## src/hdl/alrc_map.svh

```systemverilog
// constants, field layouts and decode values for the alternator config block
`ifndef ALRC_MAP_SVH
`define ALRC_MAP_SVH
`define ALRC_NVM_W        64
`define ALRC_RISE_LSB     0
`define ALRC_CUT_LSB      3
`define ALRC_NEG_LSB      5
`define ALRC_BZEN_BIT     8
`define ALRC_Q25_BIT      9
`define ALRC_BZ_LSB       10
`define ALRC_REPSRC_BIT   15
`define ALRC_SENS_BIT     16
`define ALRC_FT_LSB       17
`define ALRC_DLY_LSB      21
`define ALRC_SSSRC_BIT    23
`define ALRC_EMC_LSB      24
`define ALRC_BYP_BIT      30
`define ALRC_LRCNT_LSB    31
`define ALRC_RMDLY_LSB    34
`define ALRC_HOT_LSB      36
`define ALRC_LPF_BIT      39
`define ALRC_HONLY_BIT    40
`define ALRC_FMODE_BIT    41
`define ALRC_FEMR_LSB     42
`define ALRC_FBAND_LSB    45
`define ALRC_PHREP_LSB    47
`define ALRC_OVSD_BIT     49
`define ALRC_PROV_BIT     50
`define ALRC_CAP_LSB      51
`define ALRC_RISE_DEF     3'h2
`define ALRC_RISE_MAX     3'h6
`define ALRC_BZ_DEF       5'h10
`define ALRC_DLY_DEF      2'h2
`define ALRC_EMC_DEF      6'h0C
`define ALRC_LRCNT_DEF    3'h1
`define ALRC_RMDLY_DEF    2'h1
`define ALRC_HOT_DEF      3'h3
`define ALRC_CAP_DEF      3'h3
`define ALRC_OVSD_DEF     1'h1
`define ALRC_PROV_DEF     1'h1
`define ALRC_IDX_BASE     8'hFF
`define ALRC_RPM_4000     13'h0FA0
`define ALRC_DUTY_Q25     10'h0FA
`define ALRC_DUTY_ZERO    10'h000
`define ALRC_BZ_STEP      10'h008
`define ALRC_CLK_KHZ      250000
`define ALRC_MS_50        50
`define ALRC_MS_100       100
`define ALRC_MS_300       300
`endif

```

## src/hdl/alrc_pkg.sv

```systemverilog
// types shared by the alternator config block
package alrc_pkg;
    typedef enum logic [1:0] {
        ALRC_ST_IDLE = 2'h0,
        ALRC_ST_LOAD = 2'h1,
        ALRC_ST_RUN  = 2'h3
    } alrc_state_t;
endpackage

```

## src/hdl/alrc_cfg.sv

```systemverilog
// configuration decode for load response and phase functions
`timescale 1ns/1ns
`default_nettype none
`include "alrc_map.svh"
module alrc_cfg (
    input  wire logic                   mclk_i,
    input  wire logic                   rst_b_i,
    input  wire logic [`ALRC_NVM_W-1:0] nvm_word_i,
    input  wire logic                   nvm_valid_i,
    input  wire logic [4:0]             lin_blind_zone_i,
    input  wire logic                   lrc_active_i,
    input  wire logic                   pre_to_reg_i,
    input  wire logic                   phase_reg_i,
    input  wire logic                   emergency_start_i,
    input  wire logic [9:0]             loop_duty_i,
    input  wire logic [9:0]             applied_duty_i,
    input  wire logic [9:0]             filt_duty_i,
    input  wire logic [9:0]             raw_duty_i,
    input  wire logic                   phase_period_i,
    input  wire logic                   speed_above_lrc_i,
    input  wire logic                   speed_above_start_i,
    input  wire logic                   speed_above_hot_i,
    input  wire logic [12:0]            prog_start_rpm_i,
    input  wire logic [9:0]             phase_sample_i,
    input  wire logic                   pwm_period_i,
    input  wire logic                   lrc_request_i,
    output var  logic                   cfg_ready_o,
    output var  logic [2:0]             lrc_rise_time_s_o,
    output var  logic [12:0]            lrc_cutoff_rpm_o,
    output var  logic [2:0]             lrc_neg_gradient_time_o,
    output var  logic [9:0]             lrc_start_duty_o,
    output var  logic [9:0]             lin_duty_o,
    output var  logic [9:0]             lrc_cmp_duty_o,
    output var  logic [3:0]             duty_filter_time_sel_o,
    output var  logic                   lrc_start_o,
    output var  logic [12:0]            self_start_rpm_o,
    output var  logic [7:0]             emergency_speed_idx_o,
    output var  logic                   lrc_speed_event_o,
    output var  logic                   start_speed_event_o,
    output var  logic                   hot_start_event_o,
    output var  logic [9:0]             phase_filt_o,
    output var  logic                   phase_high_only_o,
    output var  logic [2:0]             adaptive_floor_code_o,
    output var  logic                   overlimit_shutdown_enable_o,
    output var  logic                   phase_reg_ov_disable_o,
    output var  logic [9:0]             phase_reg_duty_cap_o
);
    // 0.1 % duty units throughout
    localparam logic [12:0] RPM_TAB [4] = '{13'h0BB8, 13'h0FA0,
                                            13'h12C0, 13'h1770};
    localparam logic [9:0]  CAP_TAB [8] = '{10'h037, 10'h078, 10'h0B4,
        10'h0F0, 10'h136, 10'h172, 10'h1AE, 10'h1F4};
    localparam int unsigned C50  = `ALRC_CLK_KHZ * `ALRC_MS_50;
    localparam int unsigned C100 = `ALRC_CLK_KHZ * `ALRC_MS_100;
    localparam int unsigned C300 = `ALRC_CLK_KHZ * `ALRC_MS_300;

    typedef struct packed {
        alrc_pkg::alrc_state_t st;
        logic [`ALRC_NVM_W-1:0] nvm;
        logic [2:0]  rise;
        logic [12:0] cut;
        logic [9:0]  start_duty;
        logic [9:0]  lin;
        logic [9:0]  cmp;
        logic [1:0]  dly;
        logic        lrc_start;
        logic        lrc_done;
        logic        start_evt;
        logic [27:0] rm_cnt;
        logic [9:0]  ph;
        logic [2:0]  floor;
        logic [9:0]  cap;
        logic [12:0] ss;
        logic [7:0]  idx;
    } alrc_st_t;
    alrc_st_t s_r;
    alrc_st_t s_nxt;

    function automatic logic [4:0] fld5(input logic [`ALRC_NVM_W-1:0] w,
                                        input int lsb);
        fld5 = 5'(w >> lsb);
    endfunction

    logic [4:0]  bz_code;
    logic [27:0] rm_len;
    logic        lrc_evt;
    logic        hot_evt;
    logic        st_evt_raw;
    logic [3:0]  lrc_need;
    logic [3:0]  hot_need;

    always_comb begin
        bz_code = s_r.nvm[`ALRC_BZEN_BIT] ? lin_blind_zone_i
                : fld5(s_r.nvm, `ALRC_BZ_LSB);
        lrc_need = {s_r.nvm[`ALRC_LRCNT_LSB +: 3], 1'b1};
        hot_need = {1'b0, s_r.nvm[`ALRC_HOT_LSB +: 3]};
        case (s_r.nvm[`ALRC_RMDLY_LSB +: 2])
            2'h1: rm_len = 28'(C50);
            2'h2: rm_len = 28'(C100);
            2'h3: rm_len = 28'(C300);
            default: rm_len = 28'h0;
        endcase
    end

    alrc_evt_filter u_lrc_filt (
        .mclk_i   (mclk_i),
        .rst_b_i  (rst_b_i),
        .bypass_i (s_r.nvm[`ALRC_BYP_BIT]),
        .need_i   (lrc_need),
        .period_i (phase_period_i),
        .cond_i   (speed_above_lrc_i && s_r.st == alrc_pkg::ALRC_ST_RUN),
        .event_o  (lrc_evt)
    );
    alrc_evt_filter u_hot_filt (
        .mclk_i   (mclk_i),
        .rst_b_i  (rst_b_i),
        .bypass_i (s_r.nvm[`ALRC_BYP_BIT]),
        .need_i   (hot_need),
        .period_i (phase_period_i),
        .cond_i   (speed_above_hot_i && s_r.st == alrc_pkg::ALRC_ST_RUN),
        .event_o  (hot_evt)
    );
    assign st_evt_raw = speed_above_start_i;

    always_comb begin
        s_nxt = s_r;
        s_nxt.lrc_start = 1'b0;
        case (s_r.st)
            alrc_pkg::ALRC_ST_IDLE: begin
                s_nxt.st = alrc_pkg::ALRC_ST_LOAD;
            end
            alrc_pkg::ALRC_ST_LOAD: begin
                if (nvm_valid_i) begin
                    s_nxt.nvm = nvm_word_i;
                    if (nvm_word_i[`ALRC_RISE_LSB +: 3] > `ALRC_RISE_MAX) begin
                        s_nxt.nvm[`ALRC_RISE_LSB +: 3] = `ALRC_RISE_DEF;
                    end
                    s_nxt.st = alrc_pkg::ALRC_ST_RUN;
                end
            end
            alrc_pkg::ALRC_ST_RUN: begin
                s_nxt.rise = s_r.nvm[`ALRC_RISE_LSB +: 3] + 3'h1;
                s_nxt.cut = RPM_TAB[s_r.nvm[`ALRC_CUT_LSB +: 2]];
                s_nxt.start_duty = (lrc_active_i && pre_to_reg_i
                    && s_r.nvm[`ALRC_Q25_BIT]) ? `ALRC_DUTY_Q25
                    : 10'(bz_code * `ALRC_BZ_STEP);
                s_nxt.cmp = s_r.nvm[`ALRC_SENS_BIT] ? raw_duty_i
                          : filt_duty_i;
                if (phase_reg_i) begin
                    case (s_r.nvm[`ALRC_PHREP_LSB +: 2])
                        2'h1: s_nxt.lin = `ALRC_DUTY_Q25;
                        2'h2: s_nxt.lin = `ALRC_DUTY_ZERO;
                        2'h3: s_nxt.lin = applied_duty_i;
                        default: s_nxt.lin = loop_duty_i;
                    endcase
                end else if (lrc_active_i && s_r.nvm[`ALRC_REPSRC_BIT]) begin
                    s_nxt.lin = applied_duty_i;
                end else begin
                    s_nxt.lin = loop_duty_i;
                end
                // start delay in PWM periods
                // a separate done flag keeps all four delay codes usable
                if (!lrc_request_i) begin
                    s_nxt.dly = s_r.nvm[`ALRC_DLY_LSB +: 2];
                    s_nxt.lrc_done = 1'b0;
                end else if (!s_r.lrc_done) begin
                    if (s_r.dly == 2'h0) begin
                        s_nxt.lrc_start = 1'b1;
                        s_nxt.lrc_done = 1'b1;
                    end else if (pwm_period_i) begin
                        s_nxt.dly = s_r.dly - 2'h1;
                    end
                end
                if (st_evt_raw) begin
                    s_nxt.start_evt = 1'b1;
                    s_nxt.rm_cnt = 28'h0;
                end else if (s_r.start_evt) begin
                    if (s_r.rm_cnt >= rm_len) begin
                        s_nxt.start_evt = 1'b0;
                    end else begin
                        s_nxt.rm_cnt = s_r.rm_cnt + 28'h1;
                    end
                end
                if (s_r.nvm[`ALRC_LPF_BIT]) begin
                    // round toward the sample so a step settles exactly
                    s_nxt.ph = 10'(({1'b0, s_r.ph} + {1'b0, phase_sample_i}
                               + {10'h0, phase_sample_i > s_r.ph}) >> 1);
                end else begin
                    s_nxt.ph = phase_sample_i;
                end
                s_nxt.floor = (s_r.nvm[`ALRC_FMODE_BIT] || emergency_start_i)
                    ? s_r.nvm[`ALRC_FEMR_LSB +: 3]
                    : {1'b0, s_r.nvm[`ALRC_FBAND_LSB +: 2]};
                s_nxt.cap = CAP_TAB[s_r.nvm[`ALRC_CAP_LSB +: 3]];
                s_nxt.ss = s_r.nvm[`ALRC_SSSRC_BIT] ? `ALRC_RPM_4000
                         : prog_start_rpm_i;
                s_nxt.idx = `ALRC_IDX_BASE
                    - {s_r.nvm[`ALRC_EMC_LSB +: 6], 2'h0};
            end
            default: s_nxt.st = alrc_pkg::ALRC_ST_IDLE;
        endcase
    end

    always_ff @(posedge mclk_i) begin
        if (!rst_b_i) begin
            s_r <= '0;
            s_r.st <= alrc_pkg::ALRC_ST_IDLE;
            s_r.nvm[`ALRC_RISE_LSB +: 3] <= `ALRC_RISE_DEF;
            s_r.nvm[`ALRC_BZ_LSB +: 5] <= `ALRC_BZ_DEF;
            s_r.nvm[`ALRC_DLY_LSB +: 2] <= `ALRC_DLY_DEF;
            s_r.nvm[`ALRC_EMC_LSB +: 6] <= `ALRC_EMC_DEF;
            s_r.nvm[`ALRC_LRCNT_LSB +: 3] <= `ALRC_LRCNT_DEF;
            s_r.nvm[`ALRC_RMDLY_LSB +: 2] <= `ALRC_RMDLY_DEF;
            s_r.nvm[`ALRC_HOT_LSB +: 3] <= `ALRC_HOT_DEF;
            s_r.nvm[`ALRC_CAP_LSB +: 3] <= `ALRC_CAP_DEF;
            s_r.nvm[`ALRC_OVSD_BIT] <= `ALRC_OVSD_DEF;
            s_r.nvm[`ALRC_PROV_BIT] <= `ALRC_PROV_DEF;
        end else begin
            s_r <= s_nxt;
        end
    end

    // outputs straight from state flip-flops
    always_comb begin
        cfg_ready_o = (s_r.st == alrc_pkg::ALRC_ST_RUN);
        lrc_rise_time_s_o = s_r.rise;
        lrc_cutoff_rpm_o = s_r.cut;
        lrc_neg_gradient_time_o = s_r.nvm[`ALRC_NEG_LSB +: 3];
        lrc_start_duty_o = s_r.start_duty;
        lin_duty_o = s_r.lin;
        lrc_cmp_duty_o = s_r.cmp;
        duty_filter_time_sel_o = s_r.nvm[`ALRC_FT_LSB +: 4];
        lrc_start_o = s_r.lrc_start;
        self_start_rpm_o = s_r.ss;
        emergency_speed_idx_o = s_r.idx;
        lrc_speed_event_o = lrc_evt;
        start_speed_event_o = s_r.start_evt;
        hot_start_event_o = hot_evt;
        phase_filt_o = s_r.ph;
        phase_high_only_o = s_r.nvm[`ALRC_HONLY_BIT];
        adaptive_floor_code_o = s_r.floor;
        overlimit_shutdown_enable_o = s_r.nvm[`ALRC_OVSD_BIT];
        phase_reg_ov_disable_o = s_r.nvm[`ALRC_PROV_BIT];
        phase_reg_duty_cap_o = s_r.cap;
    end

    AST_RISE: assert property (@(posedge mclk_i) disable iff (!rst_b_i)
        cfg_ready_o |=> lrc_rise_time_s_o
            == 3'($past(s_r.nvm[`ALRC_RISE_LSB +: 3]) + 3'h1))
        else $error("rise time decode wrong");
    AST_IDX: assert property (@(posedge mclk_i) disable iff (!rst_b_i)
        cfg_ready_o |=> emergency_speed_idx_o
            + {$past(s_r.nvm[`ALRC_EMC_LSB +: 6]), 2'h0} == `ALRC_IDX_BASE)
        else $error("speed index wrong");
    AST_Q25: assert property (@(posedge mclk_i) disable iff (!rst_b_i)
        cfg_ready_o && lrc_active_i && pre_to_reg_i && s_r.nvm[`ALRC_Q25_BIT]
        |=> lrc_start_duty_o == `ALRC_DUTY_Q25)
        else $error("quarter start duty missing");
    AST_PHZ: assert property (@(posedge mclk_i) disable iff (!rst_b_i)
        cfg_ready_o && phase_reg_i && s_r.nvm[`ALRC_PHREP_LSB +: 2] == 2'h2
        |=> lin_duty_o == `ALRC_DUTY_ZERO)
        else $error("phase report zero wrong");
    AST_SENS: assert property (@(posedge mclk_i) disable iff (!rst_b_i)
        cfg_ready_o && s_r.nvm[`ALRC_SENS_BIT]
        |=> lrc_cmp_duty_o == $past(raw_duty_i))
        else $error("sensitivity source wrong");
    AST_LOAD: assert property (@(posedge mclk_i) disable iff (!rst_b_i)
        s_r.st == alrc_pkg::ALRC_ST_LOAD && nvm_valid_i |=> cfg_ready_o)
        else $error("load did not finish");
    AST_RM: assert property (@(posedge mclk_i) disable iff (!rst_b_i)
        cfg_ready_o && speed_above_start_i |=> start_speed_event_o)
        else $error("start event not raised");
    AST_SSR: assert property (@(posedge mclk_i) disable iff (!rst_b_i)
        cfg_ready_o && s_r.nvm[`ALRC_SSSRC_BIT]
        |=> self_start_rpm_o == `ALRC_RPM_4000)
        else $error("fixed self-start speed wrong");
    AST_PULSE: assert property (@(posedge mclk_i) disable iff (!rst_b_i)
        lrc_start_o |=> !lrc_start_o)
        else $error("start pulse longer than one cycle");
    AST_FLOOR: assert property (@(posedge mclk_i) disable iff (!rst_b_i)
        cfg_ready_o && s_r.nvm[`ALRC_FMODE_BIT]
        |=> adaptive_floor_code_o == $past(s_r.nvm[`ALRC_FEMR_LSB +: 3]))
        else $error("forced emergency floor wrong");
    COV_LOAD: cover property (@(posedge mclk_i) cfg_ready_o);
    COV_START: cover property (@(posedge mclk_i) lrc_start_o);
    COV_HOT: cover property (@(posedge mclk_i) hot_start_event_o);
endmodule
`default_nettype wire

```

## src/hdl/alrc_evt_filter.sv

```systemverilog
// consecutive phase-period counter with optional bypass
`timescale 1ns/1ns
`default_nettype none
module alrc_evt_filter (
    input  wire logic       mclk_i,
    input  wire logic       rst_b_i,
    input  wire logic       bypass_i,
    input  wire logic [3:0] need_i,
    input  wire logic       period_i,
    input  wire logic       cond_i,
    output var  logic       event_o
);
    typedef struct packed {
        logic [3:0] cnt;
        logic       evt;
    } alrc_ef_t;
    alrc_ef_t s_r;
    alrc_ef_t s_nxt;

    always_comb begin
        s_nxt = s_r;
        if (bypass_i) begin
            s_nxt.evt = cond_i;
            s_nxt.cnt = 4'h0;
        end else if (!cond_i) begin
            s_nxt.cnt = 4'h0;
            s_nxt.evt = 1'b0;
        end else if (period_i && !s_r.evt) begin
            if (s_r.cnt + 4'h1 >= need_i) begin
                s_nxt.evt = 1'b1;
            end else begin
                s_nxt.cnt = s_r.cnt + 4'h1;
            end
        end else if (need_i == 4'h0) begin
            s_nxt.evt = 1'b1;
        end
    end

    always_ff @(posedge mclk_i) begin
        if (!rst_b_i) begin
            s_r <= '0;
        end else begin
            s_r <= s_nxt;
        end
    end

    assign event_o = s_r.evt;

    AST_BYP: assert property (@(posedge mclk_i) disable iff (!rst_b_i)
        bypass_i |=> event_o == $past(cond_i))
        else $error("bypassed event does not follow condition");
endmodule
`default_nettype wire

```

## config.mk

```make
export PLATFORM = sky130hd
export DESIGN_NAME = alrc_cfg
export DESIGN_NICKNAME = d
export VERILOG_FILES = /design/src/hdl/alrc_pkg.sv /design/src/hdl/alrc_cfg.sv /design/src/hdl/alrc_evt_filter.sv
export VERILOG_INCLUDE_DIRS = /design/src /design/src/hdl
export SDC_FILE = /design/constraint.sdc
export NUM_CORES = 1
export LEC_CHECK = 0
export BUFFER_PORTS_ARGS = -buffer_cell sky130_fd_sc_hd__buf_2
export CAP_MARGIN = 20
export CELL_PAD_IN_SITES_DETAIL_PLACEMENT = 1
export CELL_PAD_IN_SITES_GLOBAL_PLACEMENT = 2
export CORE_MARGIN = 2
export CORE_UTILIZATION = 31
export DETAILED_ROUTE_END_ITERATION = 10
export PLACE_DENSITY_LB_ADDON = 0.1
export SLEW_MARGIN = 20
export SYNTH_ARGS = -nofsm -noshare
export SYNTH_HDL_FRONTEND = slang
export SYNTH_SLANG_ARGS = --single-unit
```

## constraint.sdc

```tcl
create_clock -name mclk_i -period 5 [get_ports mclk_i]
set_clock_uncertainty 0.2 [all_clocks]
set_input_delay 1 -clock mclk_i [delete_from_list [all_inputs] [get_ports mclk_i]]
set_output_delay 1 -clock mclk_i [all_outputs]
set_load 0.05 [all_outputs]
```

==> impl_metrics.env <==
export IMPL_rsz0062_at_grt="false"
export IMPL_p_leak_nw=4.97
export IMPL_grt_pass1_vias=8281
export IMPL_drc_errors=0
export IMPL_r2r_setup_slack_ns=1.36
export IMPL_ys_ff_latch=176
export IMPL_cp_end_kind="flip-flop"
export IMPL_cts_htree_levels=4
export IMPL_clk_latency_ns=0.43
export IMPL_finalPower_mw=3.26
export IMPL_post_cts_buffers=0
export IMPL_maxCapViolCount=0
export IMPL_synth_most_common_cell="nand2_1"
export IMPL_cts_root_buf="clkbuf_16"
export IMPL_synth_top_area_cell="dfxtp_1"
export IMPL_regToRegStartpoint="phase_filt_o[8]"
export IMPL_grt_overflow=0
export IMPL_io_buffers=231
export IMPL_layout_drive_gt1_share=0.225
export IMPL_clk_path_buf_depth=2
export IMPL_tns_ns=0
export IMPL_relSlewSlack=0.439
export IMPL_hp_class="flip-flop to flip-flop"
export IMPL_utilization=0.360
export IMPL_synth_area_leaders="dfxtp_1 (37%), buf_4 (7.6%), ha_1 (7.5%)"
export IMPL_cts_tree="yes"
export IMPL_worst_slack_ns=1.09
export IMPL_vias_per_cell=4.82
export IMPL_grt_pass1_wl_mm=44.4
export IMPL_synth_edf_count=0
export IMPL_areaGrowthSynthToFinish_pct=14.6
export IMPL_drt_antenna_violating_nets=0
export IMPL_cts_repair_resized=0
export IMPL_netlist_top_cells_count="nand2_1 (188), dfxtp_1 (176), buf_4 (97)"
export IMPL_crit_required_ns=5.18
export IMPL_synth_cells=1154
export IMPL_syn_area_mm2=0.00955
export IMPL_nets=1464
export IMPL_status="complete, no violations"
export IMPL_cts_made_buffers=17
export IMPL_crit_type="primary input to flip-flop"
export IMPL_postCtsHoldBufs=0
export IMPL_min_to="self_start_rpm_o[0]"
export IMPL_grt_start_max_net_pins=147
export IMPL_routabilityCongestion=0.733
export IMPL_final_max_slew_viol_count=0
export IMPL_async_flop_share=0
export IMPL_setup_violations=0
export IMPL_crit_path_start="phase_sample_i[8]"
export IMPL_fmax_ghz=0.256
export IMPL_antenna_found_initial=8
export IMPL_coreArea_mm2=0.0304
export IMPL_drtIter0Drc=324
export IMPL_yosys_area_top_type_share=0.369
export IMPL_hold_violations=0
export IMPL_cts_clk_slew_worst_paths_ns=0.07
export IMPL_vias=8072
export IMPL_track_usage=0.171
export IMPL_yosys_warnings=0
export IMPL_post_route_min_period_ns=3.91
export IMPL_tightest_slew_ns=0.842
export IMPL_reg2reg_depth=17
export IMPL_peakVddDrop_mv=0.206
export IMPL_period_share=0.782
export IMPL_p_per_area_mw_per_mm2=298
export IMPL_holdPathStages=2
export IMPL_cp_arrival_ns=4.09
export IMPL_min_from="self_start_rpm_o[0]"
export IMPL_die_y_um=180
export IMPL_wl_mm=27.4
export IMPL_start_util=0.314
export IMPL_synth_cell_types=60
export IMPL_critical_path_startpoint_type="primary input"
export IMPL_r2r_end="phase_filt_o[7]"
export IMPL_postSynthAreaPerCell_um2=8.27
export IMPL_dieArea_mm2=0.0322
export IMPL_synth_flop_cell="dfxtp_1"
export IMPL_drt_first_pass_iters=5
export IMPL_fillers=3659
export IMPL_clock_sinks=176
export IMPL_die_w_um=180
export IMPL_dp_slack_ns=0.618
export IMPL_dp_hpwl_mm=19.4
export IMPL_ys_seq_area_frac=0.369
export IMPL_core_rowCount=64
export IMPL_pin_count=250
export IMPL_wl_per_cell_um=16.4
export IMPL_path_max_fanout=8
[kinds of logic (layout without fill, tap and decap cells)]
kind of cell / Yosys count / in the layout / share of synthesized area
buffers and inverters: 208 / 321 / 0.120
AOI/OAI and AO/OA: 251 / 251 / 0.181
muxes: 21 / 21 / 0.0223
DFF: 176 / 176 / 0.369
other: 1 / 11 / 0.000393
and+or+nand+nor: 411 / 411 / 0.205
xor gates and xnor gates: 27 / 27 / 0.0248
adders and majority gates: 59 / 59 / 0.0778
[power by group]
part	switching [mW]	internal, mW
Clock	0.640	0.703
Combinational	0.282	0.150
Sequential	0.0374	1.45
[cell type report]
type,instances,area [um2],share of cell area
Antenna cell,3,7.51,0.000686
Clock buffer,17,425,0.0389
Clock inverter,15,158,0.0144
Inverter,48,180,0.0165
Multi-Input combinational cell,777,4910,0.449
Sequential cell,176,3520,0.322
Tap cell,396,495,0.0453
Timing Repair Buffer,241,1250,0.114
[placed cells by master (no fill, tap or decap), types with 17 or more instances in the layout]
| cell | n |
|---|---|
| mux2i_1 | 19 |
| buf_2 | 230 |
| nor3_1 | 22 |
| nor2_1 | 61 |
| nand2_1 | 187 |
| ha_1 | 57 |
| a21boi_0 | 58 |
| xnor2_1 | 18 |
| a21oi_1 | 44 |
| dfxtp_1 | 176 |
| inv_1 | 47 |
| a211oi_1 | 19 |
| clkbuf_16 | 17 |
| nand3_1 | 39 |
| o21ai_0 | 50 |
| o211a_1 | 24 |
[stage by stage]
step / hold slack, ns / instance area [um2] / cells
after CTS: 0.267 / 10900 / 1670
after detailed placement: 0.256 / 10400 / 1638
after floorplan: 0.235 / 9580 / 1161
final: 0.263 / 10900 / 1673
after global routing: 0.288 / 10900 / 1671
after global placement: 0.247 / 10400 / 1638
[flip-flops by register name (all words and copies together), names as in the netlist, 4 cells and up]
signal                  cells
duty_filter_time_sel_o      4
emergency_speed_idx_o       7
lin_duty_o                 10
lrc_cmp_duty_o             10
lrc_cutoff_rpm_o            7
lrc_start_duty_o            6
phase_filt_o               10
phase_reg_duty_cap_o        8
s_r                        71
self_start_rpm_o           13
u_hot_filt.s_r              4
u_lrc_filt.s_r              4
[worst max-delay path, stage by stage]
cell and delay, ns:
buf_2 0.11, ha_1 0.39, a21oi_1 0.19, nand2_1 0.09, a221o_1 0.37, nor2_1 0.12
o21bai_1 0.08, fa_1 0.40, nand2b_1 0.09, a21oi_1 0.09, o21ai_0 0.16, a21oi_1 0.11
o21ai_0 0.16, nand2b_1 0.07, a21oi_1 0.22, mux2_2 0.36, nand3_1 0.07
[worst max-delay path by stage]
stage	endpoint	slack, ns
6_report	phase_filt_o[7]	1.09
5_1_grt	phase_filt_o[7]	0.72
3_3_place_gp	phase_filt_o[7]	0.64
4_1_cts	phase_filt_o[7]	1.07
3_5_place_dp	phase_filt_o[7]	0.62
2_1_floorplan	phase_filt_o[7]	1.11
[routing by layer]
metal,track usage,vias to the layer above,share of wire
li1,-,4060,-
met1,0.218,3845,0.47
met2,0.284,130,0.47
met3,0.0448,27,0.048
met4,0.0475,10,0.013
met5,0,-,0.0020
Power figures use the tool's default switching activity.
